$ cat config.mk
export PLATFORM = sky130hd
export DESIGN_NAME = pbw_bridge
export DESIGN_NICKNAME = d
export VERILOG_FILES = /design/src/pkg/pbw_pkg.sv /design/src/logic/pbw_bridge.sv
export SDC_FILE = /design/constraint.sdc
export NUM_CORES = 1
export LEC_CHECK = 0
export BUFFER_PORTS_ARGS = -buffer_cell sky130_fd_sc_hd__buf_4
export CORE_ASPECT_RATIO = 1.75
export CORE_MARGIN = 3
export CORE_UTILIZATION = 30
export DETAILED_ROUTE_END_ITERATION = 8
export PLACE_DENSITY_LB_ADDON = 0.2
export SLEW_MARGIN = 40
export SYNTH_ARGS = -nofsm -noshare
export SYNTH_HDL_FRONTEND = slang
export SYNTH_SLANG_ARGS = --single-unit
$ cat constraint.sdc
create_clock -name MCLK -period 2.05 [get_ports MCLK]
set_input_delay 0 -clock MCLK [delete_from_list [all_inputs] [get_ports MCLK]]
set_output_delay 0 -clock MCLK [all_outputs]
set_load 0.05 [all_outputs]
$ cat src/pkg/pbw_pkg.sv
package pbw_pkg;

   // Access classes presented by the CPU bus with each request
   typedef enum logic [2:0] {
      PBW_PLAIN  = 3'h0,
      PBW_CNT_RD = 3'h1,
      PBW_CMP_RD = 3'h2,
      PBW_CMP_WR = 3'h3,
      PBW_WDT_WR = 3'h4,
      PBW_RTO_WR = 3'h5,
      PBW_ADC_RD = 3'h6,
      PBW_I2C_RD = 3'h7
   } pbw_class_e;

   // Wait setting layout
   localparam int unsigned WAIT_I_MSB = 7;
   localparam int unsigned WAIT_I_LSB = 4;
   localparam int unsigned WAIT_J_MSB = 3;
   localparam int unsigned WAIT_J_LSB = 0;

   // Clock count terms: 3 + i + j + (2 + j) * k
   localparam logic [4:0] BASE_CLKS   = 5'h03;
   localparam logic [4:0] J_MULT_BASE = 5'h02;

   // Per-register wait factors
   localparam logic [2:0] K_NONE     = 3'h0;
   localparam logic [2:0] K_READ_LO  = 3'h1;
   localparam logic [2:0] K_READ_HI  = 3'h2;
   localparam logic [2:0] K_I2C      = 3'h1;
   localparam logic [2:0] K_CMP_LO   = 3'h3;
   localparam logic [2:0] K_CMP_HI   = 3'h4;
   localparam logic [2:0] K_WDT      = 3'h3;
   localparam logic [2:0] K_RTO      = 3'h1;

   // Reset values
   localparam logic [4:0] CNT_RST = 5'h00;

endpackage

$ cat src/logic/pbw_bridge.sv
`timescale 1ns/1ns
module pbw_bridge (
   // Clock, reset, enable
   input  wire logic               MCLK,
   input  wire logic               RST_B,
   input  wire logic               CE,
   // CPU bus request
   input  wire logic               ACC_REQ,
   input  wire pbw_pkg::pbw_class_e ACC_CLASS,
   input  wire logic [7:0]         SYS_WAIT_SETTING,
   // Peripheral side status
   input  wire logic               PERIPH_LATE_PHASE,
   input  wire logic               WDT_RUNNING,
   input  wire logic               RT_OUTPUT_ENABLE_BIT,
   input  wire logic               CLK_SUB_MAIN_STOPPED,
   input  wire logic               CLK_INTERNAL_OSC,
   // CPU bus answer
   output logic                    CPU_WAIT,
   output logic                    ACC_DONE,
   output logic                    ACC_HUNG
);
   import pbw_pkg::*;

   logic       accept;
   logic       listed;
   logic       term_i;
   logic       term_j;
   logic [2:0] k_d;
   logic [4:0] total_d;
   logic [4:0] cnt_q;
   logic       stall_q;
   logic       done_q;
   logic       hung_q;
   logic       prev_cmp_wr_q;

   // Request taken only when idle; requests during a stall are ignored
   assign accept = CE && ACC_REQ && !stall_q;
   assign listed = (ACC_CLASS != PBW_PLAIN);

   // Wait setting terms, nibble nonzero counts as one
   assign term_i = |SYS_WAIT_SETTING[WAIT_I_MSB:WAIT_I_LSB];
   assign term_j = |SYS_WAIT_SETTING[WAIT_J_MSB:WAIT_J_LSB];

   // Per-register wait factor selection
   always_comb begin
      unique case (ACC_CLASS)
         PBW_CNT_RD, PBW_CMP_RD, PBW_ADC_RD: begin
            k_d = PERIPH_LATE_PHASE ? K_READ_HI : K_READ_LO;
         end
         PBW_I2C_RD: begin
            k_d = K_I2C;
         end
         PBW_CMP_WR: begin
            if (prev_cmp_wr_q) begin
               k_d = PERIPH_LATE_PHASE ? K_CMP_HI : K_CMP_LO;
            end else begin
               k_d = K_NONE;
            end
         end
         PBW_WDT_WR: begin
            k_d = WDT_RUNNING ? K_WDT : K_NONE;
         end
         PBW_RTO_WR: begin
            k_d = RT_OUTPUT_ENABLE_BIT ? K_NONE : K_RTO;
         end
         PBW_PLAIN: begin
            k_d = K_NONE;
         end
      endcase
   end

   // Total access clocks, extra factor on top of the setting
   assign total_d = 5'(BASE_CLKS + {4'h0, term_i} + {4'h0, term_j}
                    + 5'((J_MULT_BASE + {4'h0, term_j}) * {2'h0, k_d}));

   // Stall length counter; CPU waits until the count has run out
   always_ff @(posedge MCLK or negedge RST_B) begin
      if (!RST_B) begin
         cnt_q <= CNT_RST;
      end else if (accept) begin
         cnt_q <= 5'(total_d - 5'h01);
      end else if (CE && stall_q && !hung_q && cnt_q != CNT_RST) begin
         cnt_q <= 5'(cnt_q - 5'h01);
      end
   end

   // Stall flag held from accept until the cycle after done
   always_ff @(posedge MCLK or negedge RST_B) begin
      if (!RST_B) begin
         stall_q <= 1'b0;
      end else if (accept) begin
         stall_q <= 1'b1;
      end else if (CE && done_q) begin
         stall_q <= 1'b0;
      end
   end

   // Completion pulse in the last clock of the access; raised while two
   // counts remain so the request cycle counts as the first clock
   always_ff @(posedge MCLK or negedge RST_B) begin
      if (!RST_B) begin
         done_q <= 1'b0;
      end else if (CE) begin
         done_q <= stall_q && !hung_q && !done_q
                   && cnt_q == 5'h02;
      end
   end

   // Listed access under a prohibited clock locks until reset
   always_ff @(posedge MCLK or negedge RST_B) begin
      if (!RST_B) begin
         hung_q <= 1'b0;
      end else if (accept && listed
                   && (CLK_SUB_MAIN_STOPPED || CLK_INTERNAL_OSC)) begin
         hung_q <= 1'b1;
      end
   end

   // Remembers whether the last access was a compare write
   always_ff @(posedge MCLK or negedge RST_B) begin
      if (!RST_B) begin
         prev_cmp_wr_q <= 1'b0;
      end else if (accept) begin
         prev_cmp_wr_q <= (ACC_CLASS == PBW_CMP_WR);
      end
   end

   // Outputs straight from flip-flops
   assign CPU_WAIT = stall_q;
   assign ACC_DONE = done_q;
   assign ACC_HUNG = hung_q;

   // Helper: expected total and observed stall length
   logic [4:0] exp_q;
   logic [4:0] len_q;
   always_ff @(posedge MCLK or negedge RST_B) begin
      if (!RST_B) begin
         exp_q <= CNT_RST;
         len_q <= CNT_RST;
      end else if (accept) begin
         exp_q <= total_d;
         len_q <= CNT_RST;
      end else if (CE && stall_q && len_q != 5'h1f) begin
         len_q <= 5'(len_q + 5'h01);
      end
   end

   property p_stall_on_accept;
      @(posedge MCLK) disable iff (!RST_B)
      accept |=> CPU_WAIT;
   endproperty
   a_stall_on_accept: assert property (p_stall_on_accept)
      else $error("CPU not stalled after accepted access");

   property p_release;
      @(posedge MCLK) disable iff (!RST_B)
      ACC_DONE && CE |=> !CPU_WAIT && !ACC_DONE;
   endproperty
   a_release: assert property (p_release)
      else $error("Stall not released right after done");

   property p_length;
      @(posedge MCLK) disable iff (!RST_B)
      ACC_DONE |-> len_q == 5'(exp_q - 5'h02);
   endproperty
   a_length: assert property (p_length)
      else $error("Access length differs from computed count");

   property p_base;
      @(posedge MCLK) disable iff (!RST_B)
      accept && ACC_CLASS == PBW_PLAIN && SYS_WAIT_SETTING == 8'h00
         |-> ##2 ACC_DONE;
   endproperty
   a_base: assert property (p_base)
      else $error("Plain access not done in three clocks");

   property p_ij;
      @(posedge MCLK) disable iff (!RST_B)
      accept && ACC_CLASS == PBW_PLAIN && SYS_WAIT_SETTING == 8'h11
         |-> !ACC_DONE [*4] ##1 ACC_DONE;
   endproperty
   a_ij: assert property (p_ij)
      else $error("Wait setting terms not added");

   property p_read_k;
      @(posedge MCLK) disable iff (!RST_B)
      accept && ACC_CLASS == PBW_CNT_RD && !PERIPH_LATE_PHASE
         && SYS_WAIT_SETTING == 8'h00 |-> ##4 ACC_DONE;
   endproperty
   a_read_k: assert property (p_read_k)
      else $error("Counter read not five clocks");

   property p_cmp_first;
      @(posedge MCLK) disable iff (!RST_B)
      accept && ACC_CLASS == PBW_CMP_WR && !prev_cmp_wr_q
         && SYS_WAIT_SETTING == 8'h00 |-> ##2 ACC_DONE;
   endproperty
   a_cmp_first: assert property (p_cmp_first)
      else $error("First compare write was stretched");

   property p_wdt;
      @(posedge MCLK) disable iff (!RST_B)
      accept && ACC_CLASS == PBW_WDT_WR && WDT_RUNNING
         && SYS_WAIT_SETTING == 8'h00 |-> ##8 ACC_DONE;
   endproperty
   a_wdt: assert property (p_wdt)
      else $error("Watchdog write not nine clocks");

   property p_rto;
      @(posedge MCLK) disable iff (!RST_B)
      accept && ACC_CLASS == PBW_RTO_WR && !RT_OUTPUT_ENABLE_BIT
         && SYS_WAIT_SETTING == 8'h00 |-> ##4 ACC_DONE;
   endproperty
   a_rto: assert property (p_rto)
      else $error("Realtime buffer write not five clocks");

   property p_hang;
      @(posedge MCLK) disable iff (!RST_B)
      ACC_HUNG |=> ACC_HUNG && CPU_WAIT && !ACC_DONE;
   endproperty
   a_hang: assert property (p_hang)
      else $error("Locked stall was released without reset");

endmodule

# After elaboration in Yosys (flattened, before gate mapping)
# Cells that the tools add are included.
# totals
output_inout_bits	3
wordCells	53
inputBits	20
regBits	9
# classes
eq_ne	8
n_mul	1
add_sub_neg	6
muxes	10
reduce_logical	23
# op_table
op	n
$pmux 3 s6	1
$eq 3x3->1 const B	4
$logic_and 1x1->1	11
$mux 5	2
$sub 5x1->5 const B	2
$reduce_or 4->1	2
$add 2x1->3 const A	2
$eq 3x2->1 const B	2
$mux 3	2
$add 4x5->5	1
$eq 5x2->1 const B	1
$mul 3x3->5	1
$reduce_bool 5->1	1
$add 3x1->4	1
$mux 2	2
$reduce_bool 2->1	2
$eq 3x1->1 const B	1
$logic_not 1->1	3
$logic_not 3->1	1
$mux 1	3
$reduce_bool 3->1	1
$reduce_or 3->1	1
$logic_or 1x1->1	1

# Logic depth before layout (Yosys ltp)
# Gate-level depths: netlist of the first run.
# depth
ltp_word	7
ltp_mapped	12

# Worst setup path before layout of the first run
# No wires, ideal clock.
# synth_timing
path_kind	flip-flop to flip-flop
from	register prev_cmp_wr_q
to	register cnt_q[3]
setup_ns	0.129
stages_incl_launch_ff	12
required_ns	1.921
t_arrival_ns	2.058
slack_ns	-0.137
path_buffers	0
path_cell_list	dfrtp_1 > nor2b_1 > a32oi_1 > nand2b_1 > nand2_1 > ha_1 > ha_1 > fa_1 > xnor2_1 > nor2_1 > a31oi_1 > o21ai_0
# synth_between
elab_chain_cells	6
# synth_lines
element	line	rtl
start, declared	pbw_bridge.sv:34	logic prev_cmp_wr_q;
start signal, assigned	pbw_bridge.sv:124	prev_cmp_wr_q <= (ACC_CLASS == PBW_CMP_WR);
$mux 3	pbw_bridge.sv:54	if (prev_cmp_wr_q) begin
$pmux 3 s6	pbw_bridge.sv:46	unique case (ACC_CLASS)
$mul 3x3->5	pbw_bridge.sv:74	+ 5'((J_MULT_BASE + {4'h0, term_j}) * {2'h0, k_d}));
$add 4x5->5	pbw_bridge.sv:74	
$sub 5x1->5	pbw_bridge.sv:81	cnt_q <= 5'(total_d - 5'h01);
$mux 5	pbw_bridge.sv:80	end else if (accept) begin
end signal, assigned	pbw_bridge.sv:81	
end signal, assigned	pbw_bridge.sv:83	cnt_q <= 5'(cnt_q - 5'h01);
end, declared	pbw_bridge.sv:30	logic [4:0] cnt_q;
# No other way between the ends.
# A chain may end at the register's enable or synchronous reset.

# Worst setup path after layout of the first run
# Ends and elaborated chain as after synthesis.

==> impl_metrics.env, run 1 <==
export IMPL_status="finished with violations"
export IMPL_violations="negative setup slack"
export IMPL_via_per_inst=5.06
export IMPL_cts_tree="built"
export IMPL_min_period_ns=2.19
export IMPL_core_rowCount=23
export IMPL_synthTopCellsByArea="dfrtp_1 29%, ha_1 14%, mux2i_1 6.4%, fa_1 5.1%, nand2_1 4.3%"
export IMPL_area_growth_pct=53.1
export IMPL_fin_skew_ns=0.00110
export IMPL_powerDensity_mw_per_mm2=897
export IMPL_ios=23
export IMPL_top_usage_layer="met2"
export IMPL_use_met2_pct=24.0
export IMPL_max_slew_margin_pct=62.6
export IMPL_dr_pass1_iters=3
export IMPL_antennaDiodeCount=0
export IMPL_whs_ns=0.0410
export IMPL_use_met1_pct=12.2
export IMPL_seq_area_um2=225
export IMPL_synth_seq_cells=9
export IMPL_ys_types=35
export IMPL_power_mw=1.08
export IMPL_reg2reg_to="cnt_q[3]"
export IMPL_tightest_slew_ns=0.560
export IMPL_crit_path_max_fanout=3
export IMPL_finalSetupTns_ns=-0.259
export IMPL_synthCells=82
export IMPL_worstSetupStartpointType="register"
export IMPL_grt_max_degree=12
export IMPL_cts_sinks=9
export IMPL_nets=147
export IMPL_htree_num_levels=1
export IMPL_grt_pass1_wl_mm=3.05
export IMPL_peakVddDrop_v=0.000372
export IMPL_grt_usage_pct=12.8
export IMPL_async_flop_share_pct=100
export IMPL_layout_common_cells="28 x buf_4, 9 x dfrtp_1, 9 x nand2_1, 5 x mux2i_1, 5 x ha_4"
export IMPL_crit_chain="nor2b_4 > a32oi_2 > nand2b_1 > nand2_1 > ha_2 > ha_4 > fa_2 > xnor2_2 > nor2_1 > a31oi_1 > o21ai_1"
export IMPL_final_util_pct=50.3
export IMPL_cts_root_buffer="clkbuf_8"
export IMPL_p_leak_nw=0.565
export IMPL_crit_type="register to register"
export IMPL_core_mm2=0.00239
export IMPL_rr_worst_depth=11
export IMPL_fmax_mhz=457
export IMPL_grt_util_met3_pct=1.72
export IMPL_cp_slowest_cell="dfrtp_1"
export IMPL_drt_wl_total_mm=1.89
export IMPL_fill_cells=225
export IMPL_hold_violations=0
export IMPL_start_util_pct=32.8
export IMPL_die_h_um=73.7
export IMPL_place_inst=132
export IMPL_crit_end="cnt_q[3]"
export IMPL_synth_top_area_cell="dfrtp_1"
export IMPL_die_w_um=44.7
export IMPL_layout_commonest_cell="buf_4"
export IMPL_max_stage_delay_ns=0.38
export IMPL_critPathLaunch="prev_cmp_wr_q"
export IMPL_setup_slack_ns=-0.140
export IMPL_port_buffers=22
export IMPL_worstPathArrival_ns=2.30
export IMPL_gp_congestion=0.743
export IMPL_drt_iter0_drc=4
export IMPL_grt_pass1_vias=704
export IMPL_vias=708
export IMPL_cts_max_path_buffers=2
export IMPL_holdPathStages=3
export IMPL_rsz0062_at_grt="true"
export IMPL_maxSlewViolCount=0
export IMPL_period_share_pct=107
export IMPL_grt_overflow=0
export IMPL_avgSynthCellArea_um2=9.57
export IMPL_cap_violations=0
export IMPL_cts_buffers=3
export IMPL_clkTransAtPathRegs_ns=0.04
export IMPL_hold_path_class="primary input to register"
export IMPL_finalNonFillerCells=140
export IMPL_cp_required_ns=2.16
export IMPL_clk_insertion_delay_late_ns=0.23
export IMPL_r2r_start="prev_cmp_wr_q"
export IMPL_r2r_slack_ns=-0.14
export IMPL_final_antenna_net_count=0
export IMPL_antenna_found_initial=0
export IMPL_synth_nets=113
export IMPL_die_area_mm2=0.00329
export IMPL_dp_hpwl_mm=1.47
export IMPL_synth_edf_count=0
export IMPL_yosys_most_used_dff="dfrtp_1"
export IMPL_yosys_area_top_type_share_pct=28.7
export IMPL_setup_violations=3
export IMPL_yosys_warnings=0
export IMPL_drc=0
export IMPL_layout_drive_gt1_share_pct=46.1
export IMPL_wl_per_cell_um=13.5
export IMPL_syn_area_um2=785
export IMPL_multiInputGateArea_um2=651
export IMPL_yosysSeqAreaShare_pct=28.7
export IMPL_cp_end_kind="register"
-- worst max-delay path, delay by kind of cell (launching register included) --
family	cells	cell delay, ns
flops	1	0.38
xor+xnor	1	0.12
fa+ha+maj	3	0.81
compound gates	3	0.39
simple gates	4	0.38
-- kinds of logic (layout without fill, tap and decap cells) --
logic type	Yosys count	count (layout)	share of synthesized area, %
muxes	6	6	8.29
xor gates and xnor gates	3	3	3.35
and+or+nand+nor	31	31	22.3
buffers and inverters	6	39	3.03
AOI/OAI and AO/OA	16	16	14.8
DFF	9	9	28.7
adders and majority gates	11	11	19.5
-- how the worst min path moves through the flow --
stage	startpoint	endpoint	slack, ns
after floorplan	RST_B	ACC_DONE	-0.30
after global placement	RST_B	ACC_DONE	-0.17
after detailed placement	RST_B	ACC_HUNG	-0.17
after CTS	CLK_SUB_MAIN_STOPPED	ACC_HUNG	0.05
after global routing	CE	CPU_WAIT	0.07
final	CLK_SUB_MAIN_STOPPED	ACC_HUNG	0.04
-- state kept, by name, summed over array words and instances (netlist names) --
name / count
prev_cmp_wr_q: 1
CPU_WAIT: 1
cnt_q: 5
ACC_DONE: 1
ACC_HUNG: 1
-- Yosys cell counts (2+ instances only) --
master    instances
o21ai_0           3
xnor2_1           2
inv_1             5
fa_1              2
nor2b_1           2
a21o_1            2
dfrtp_1           9
nand2_1           9
ha_1              9
nand3_1           3
a21oi_1           3
nand3b_1          2
and3_1            2
nor2_1            4
mux2i_1           5
-- power by group --
group	leakage [nW]	switching, mW	internal, mW
logic	0.433	0.290	0.263
clock network	0.0228	0.0687	0.135
registers	0.109	0.0682	0.253
total	0.565	0.426	0.651
-- cell type report --
type	instances	area share (%)
Inverter	5	1.56
Clock buffer	4	3.75
Sequential cell	9	18.8
Tap cell	25	2.60
Timing Repair Buffer	30	19.2
Multi-Input combinational cell	67	54.2
-- repair_timing --
| action | 4_1_cts | 5_1_grt |
|---|---|---|
| setup buffers | 1 | 1 |
| setup endpoints to repair | 3 | 3 |
| cloned | 0 | 0 |
| pin swaps | 5 | 4 |
| hold buffers | 2 | 0 |
| gates resized for setup | 6 | 12 |
| endpoints found under the hold margin | 10 | 0 |
-- per-layer routing --
metal | vias up | wire length (µm)
li1 | 356 | -
met1 | 329 | 655
met5 | - | 0
met2 | 18 | 1130
met3 | 5 | 65
met4 | 0 | 44
-- per-stage QoR --
| stage | setup WS (ns) | cell area (µm²) |
|---|---|---|
| after floorplan | -0.0108 | 790 |
| after detailed placement | -0.184 | 1010 |
| after global routing | -0.242 | 1200 |
| after CTS | -0.168 | 1130 |
| final | -0.140 | 1200 |
| after global placement | -0.145 | 1010 |
No activity file was read; power rests on OpenSTA's default activity.
==> inputs of run 2 (changes only) <==
- ABC_CLOCK_PERIOD_IN_PS: not set -> 2050
- RECOVER_POWER: not set -> 50
==> run 2 against run 1 <==
  * The run still ends with negative setup slack left
  * Sequential share of layout area up 0.059 points
  * Global-route usage stayed put
  * Die area is the same
  * Clock power about the same
==> impl_metrics.env, run 2 (synthesis gave the netlist of run 1 again) <==
export IMPL_status="finished with violations"
export IMPL_violations="negative setup slack"
export IMPL_cp_required_ns=2.16
export IMPL_dp_hpwl_mm=1.47
export IMPL_worstSetupStartpointType="register"
export IMPL_antenna_found_initial=0
export IMPL_layout_drive_gt1_share_pct=45.2
export IMPL_port_buffers=22
export IMPL_setup_slack_ns=-0.140
export IMPL_gp_congestion=0.743
export IMPL_core_rowCount=23
export IMPL_setup_violations=3
export IMPL_final_util_pct=50.1
export IMPL_crit_type="register to register"
export IMPL_layout_commonest_cell="buf_4"
export IMPL_p_leak_nw=0.561
export IMPL_dr_pass1_iters=3
export IMPL_grt_overflow=0
export IMPL_min_period_ns=2.19
export IMPL_pwr_share_clk_pct=18.9
export IMPL_htree_num_levels=1
export IMPL_crit_path_max_fanout=3
export IMPL_die_area_mm2=0.00329
export IMPL_cp_end_kind="register"
export IMPL_grt_pass1_wl_mm=3.05
export IMPL_wl_per_cell_um=13.5
export IMPL_largest_reg_flops=5
export IMPL_final_area_mm2=0.00120
export IMPL_drc=0
export IMPL_fin_skew_ns=0.00110
export IMPL_fill_cells=225
export IMPL_max_slew_margin_pct=62.6
export IMPL_use_met2_pct=24.0
export IMPL_period_share_pct=107
export IMPL_switching_share_pct=39.6
export IMPL_maxSlewViolCount=0
export IMPL_antennaDiodeCount=0
export IMPL_vias=708
export IMPL_tightest_slew_ns=0.560
export IMPL_core_mm2=0.00239
export IMPL_r2r_start="prev_cmp_wr_q"
export IMPL_grt_usage_pct=12.8
export IMPL_hp_start="CLK_SUB_MAIN_STOPPED"
export IMPL_finalSetupTns_ns=-0.259
export IMPL_drt_iter0_drc=4
export IMPL_area_growth_pct=52.6
export IMPL_hold_path_class="primary input to register"
export IMPL_rsz0062_at_grt="true"
export IMPL_cts_sinks=9
export IMPL_drt_wl_total_mm=1.89
export IMPL_grt_max_degree=12
export IMPL_clkTransAtPathRegs_ns=0.04
export IMPL_final_antenna_net_count=0
export IMPL_largest_register="cnt_q"
export IMPL_peakVddDrop_v=0.000372
export IMPL_cts_buffers=3
export IMPL_ios=23
export IMPL_layout_common_cells="27 x buf_4, 9 x dfrtp_1, 9 x nand2_1, 5 x mux2i_1, 5 x ha_4"
export IMPL_seqPwrFrac_pct=29.8
export IMPL_fmax_mhz=457
export IMPL_die_w_um=44.7
export IMPL_die_h_um=73.7
export IMPL_cap_violations=0
export IMPL_netSwitchingPower_mw=0.426
export IMPL_pwr_share_comb_pct=51.3
export IMPL_cts_max_path_buffers=2
export IMPL_grt_util_met3_pct=1.72
export IMPL_via_per_inst=5.06
export IMPL_cts_tree="built"
export IMPL_worstPathArrival_ns=2.30
export IMPL_powerDensity_mw_per_mm2=899
export IMPL_hold_violations=0
export IMPL_critPathLaunch="prev_cmp_wr_q"
export IMPL_place_area_mm2=0.00101
export IMPL_cts_root_buffer="clkbuf_8"
export IMPL_clk_insertion_delay_late_ns=0.23
export IMPL_nets=147
export IMPL_start_util_pct=32.8
export IMPL_use_met1_pct=12.2
export IMPL_top_usage_layer="met2"
export IMPL_grt_pass1_vias=704
export IMPL_p_int_mw=0.650
export IMPL_whs_ns=0.0410
-- run 2: cell count changes in the layout (fill, tap and decap cells not counted), sizes merged --
cell / change
buf: -1
clkbuf: +1
-- run 2: layout make-up --
class	count	area (µm²)	area share, %
Multi-Input combinational cell	67	651	54.3
Sequential cell	9	225	18.8
Tap cell	25	31.3	2.61
Clock buffer	4	45.0	3.76
Timing Repair Buffer	30	226	18.9
Inverter	5	18.8	1.57
-- run 2: layer usage --
metal	routed length, µm	up-vias
met2	1130	18
met1	652	329
met5	0	-
li1	-	356
met4	44	0
met3	65	5
-- run 2: timing repair --
action | in CTS | in global routing
setup buffers | 1 | 1
gates resized for setup | 6 | 12
hold endpoints to repair | 10 | 0
hold buffers | 2 | 0
setup endpoints to repair | 3 | 3
pin swaps | 5 | 4
-- run 2: per-stage QoR --
step / instances / power (mW) / setup slack [ns]
2_1_floorplan: 82 / 0.665 / -0.0108
3_3_place_gp: 132 / 0.799 / -0.145
3_5_place_dp: 132 / 0.814 / -0.184
4_1_cts: 139 / 1.04 / -0.168
5_1_grt: 140 / 1.15 / -0.242
6_report: 140 / 1.08 / -0.140
-- run 2: power groups by stage --
stage / Clock, mW / Combinational (mW) / Sequential (mW)
5_1_grt: 0.219 / 0.603 / 0.333
6_report: 0.204 / 0.552 / 0.321
2_1_floorplan: 0 / 0.286 / 0.379
4_1_cts: 0.207 / 0.517 / 0.319
3_3_place_gp: 0 / 0.479 / 0.320
3_5_place_dp: 0 / 0.492 / 0.323
-- run 2: final timing paths --
path	end	slack, ns	cells past startpoint
max	cnt_q[3]	-0.14	11
min	ACC_HUNG	0.04	3
max reg2reg	cnt_q[3]	-0.14	11
min reg2reg	ACC_HUNG	0.49	1
max in group asynchronous	cnt_q[2]	1.45	2
min in group asynchronous	ACC_DONE	0.25	2
-- run 2: worst max-delay path, stage by stage, from the launching register on --
cell      delay [ns]
dfrtp_1         0.38
nor2b_4         0.13
a32oi_2         0.16
nand2b_1        0.12
nand2_1         0.08
ha_2            0.29
ha_4            0.17
fa_2            0.35
xnor2_2         0.12
nor2_1          0.05
a31oi_1         0.15
o21ai_1         0.08
==> inputs of run 3 (changes only) <==
- BUFFER_PORTS_ARGS: -buffer_cell sky130_fd_sc_hd__buf_4 -> -buffer_cell sky130_fd_sc_hd__buf_2
- HOLD_SLACK_MARGIN: not set -> 0.12
==> run 3 against run 2 <==
  * The run still ends with negative setup slack left
  * Routed wire length down 4.7%
  * Register-to-register slack worse by 0.07 ns
  * Highest routed layer unchanged
  * Non-clock buffer count up 4
  * Design area down 5.0%
  * Critical endpoint unchanged
  * Largest power group unchanged
==> impl_metrics.env, run 3 (synthesis gave the netlist of run 1 again) <==
export IMPL_worstPathArrival_ns=2.38
export IMPL_p_leak_nw=0.575
export IMPL_layout_drive_gt1_share_pct=42.9
export IMPL_drt_wl_total_mm=1.80
export IMPL_largest_register="cnt_q"
export IMPL_grt_max_degree=12
export IMPL_htree_num_levels=1
export IMPL_ios=23
export IMPL_min_period_ns=2.26
export IMPL_via_per_inst=5.15
export IMPL_start_util_pct=32.8
export IMPL_max_slew_margin_pct=64.9
export IMPL_finalSetupTns_ns=-0.451
export IMPL_holdPathStages=3
export IMPL_final_area_mm2=0.00114
export IMPL_wl_met3_um=63
export IMPL_rr_worst_depth=11
export IMPL_drc=0
export IMPL_place_area_um2=971
export IMPL_cp_top_family="adder cells"
export IMPL_power_mw=1.05
export IMPL_cp_num_buf_inv=0
export IMPL_cap_violations=0
export IMPL_final_antenna_net_count=0
export IMPL_largest_reg_flops=5
export IMPL_r2r_start="prev_cmp_wr_q"
export IMPL_dr_pass1_iters=4
export IMPL_place_ws_ns=-0.204
export IMPL_grt_overflow=0
export IMPL_cts_max_path_buffers=2
export IMPL_die_w_um=44.7
export IMPL_antennaDiodeCount=0
export IMPL_fmax_mhz=442
export IMPL_reg2reg_to="cnt_q[3]"
export IMPL_worstSetupStartpointType="register"
export IMPL_cp_required_ns=2.16
export IMPL_grt_pass1_vias=760
export IMPL_period_share_pct=110
export IMPL_core_mm2=0.00239
export IMPL_place_inst=134
export IMPL_violations="negative setup slack"
export IMPL_nets=151
export IMPL_cts_sinks=9
export IMPL_whs_ns=0.141
export IMPL_layout_commonest_cell="buf_2"
export IMPL_cts_root_buffer="clkbuf_8"
export IMPL_clkTransAtPathRegs_ns=0.05
export IMPL_grt_pass1_wl_mm=2.95
export IMPL_peakVddDrop_v=0.000364
export IMPL_setup_slack_ns=-0.213
export IMPL_clk_insertion_delay_late_ns=0.23
export IMPL_vias=741
export IMPL_fill_cells=243
export IMPL_dp_hpwl_mm=1.47
export IMPL_wl_per_cell_um=12.5
export IMPL_cp_end_kind="register"
export IMPL_gp_congestion=0.763
export IMPL_maxSlewViolCount=0
export IMPL_port_buffers=22
export IMPL_setup_violations=3
export IMPL_wl_met1_um=617
export IMPL_hold_violations=0
export IMPL_cts_tree="built"
export IMPL_grt_usage_pct=12.1
export IMPL_route_met2_wl_mm=1.08
export IMPL_crit_type="register to register"
export IMPL_hold_path_class="primary input to register"
export IMPL_crit_path_max_fanout=4
export IMPL_drt_iter0_drc=14
export IMPL_layout_common_cells="21 x buf_2, 9 x dfrtp_1, 9 x nand2_1, 8 x buf_4, 6 x ha_1"
export IMPL_rsz0062_at_grt="true"
export IMPL_highest_layer="met4"
export IMPL_die_h_um=73.7
export IMPL_min_to="prev_cmp_wr_q"
export IMPL_r2r_slack_ns=-0.21
export IMPL_hp_start="ACC_CLASS[1]"
export IMPL_final_util_pct=47.6
export IMPL_crit_chain="nor2b_4 > a32oi_2 > nand2b_1 > nand2_1 > ha_1 > ha_2 > fa_2 > xnor2_2 > nor2_1 > a31oi_1 > o21ai_1"
export IMPL_finalNonFillerCells=144
export IMPL_status="finished with violations"
export IMPL_cp_slowest_cell="dfrtp_1"
export IMPL_area_growth_pct=45.0
export IMPL_die_area_mm2=0.00329
export IMPL_antenna_found_initial=0
export IMPL_fin_skew_ns=0.00398
export IMPL_max_stage_delay_ns=0.39
export IMPL_powerDensity_mw_per_mm2=924
export IMPL_core_rowCount=23
export IMPL_cts_buffers=3
export IMPL_tightest_slew_ns=0.526
[run 3: cell types whose count changed in the layout (fill, tap and decap cells not counted), moves of 2 or more]
cell           previous run  this run
ha_1                      3         6
buf_4                    27         8
ha_4                      5         2
dlygate4sd3_1             2         4
buf_2                     0        21
[run 3: power by group]
part / leakage [nW] / internal (mW) / switching (mW)
clock network: 0.0255 / 0.133 / 0.0748
logic: 0.440 / 0.238 / 0.286
registers: 0.109 / 0.252 / 0.0668
[run 3: worst reg2reg max path, delay by kind of cell (launching register included)]
family / cells / cell delay, ns
AOI/OAI and AO/OA: 3 / 0.43
DFF: 1 / 0.39
xor gates and xnor gates: 1 / 0.12
and+or+nand+nor: 4 / 0.41
adders and majority gates: 3 / 0.78
[run 3: layout make-up]
type | instances | area, µm² | area share (%)
Timing Repair Buffer | 34 | 209 | 18.4
Sequential cell | 9 | 225 | 19.8
Clock buffer | 3 | 41.3 | 3.63
Clock inverter | 1 | 5.00 | 0.440
Multi-Input combinational cell | 67 | 607 | 53.4
Inverter | 5 | 18.8 | 1.65
Tap cell | 25 | 31.3 | 2.75
[run 3: repair_timing]
action | CTS | global route
gates cloned | 0 | 0
hold buffers | 4 | 0
resized for setup | 3 | 9
hold endpoints to repair | 12 | 0
pin swaps | 5 | 8
setup endpoints to repair | 3 | 4
buffers inserted | 0 | 2
[run 3: per-layer routing]
layer	up-vias	track usage [%]
li1	367	-
met3	4	1.47
met2	17	23.4
met4	0	7.05
met5	-	0
met1	353	11.2
[run 3: worst max-delay path by stage]
stage,from,endpoint,cells after the start
after floorplan,prev_cmp_wr_q,cnt_q[3],11
after global placement,prev_cmp_wr_q,cnt_q[3],11
after detailed placement,prev_cmp_wr_q,cnt_q[3],11
after CTS,prev_cmp_wr_q,cnt_q[3],11
after global routing,prev_cmp_wr_q,cnt_q[3],11
final,prev_cmp_wr_q,cnt_q[3],11
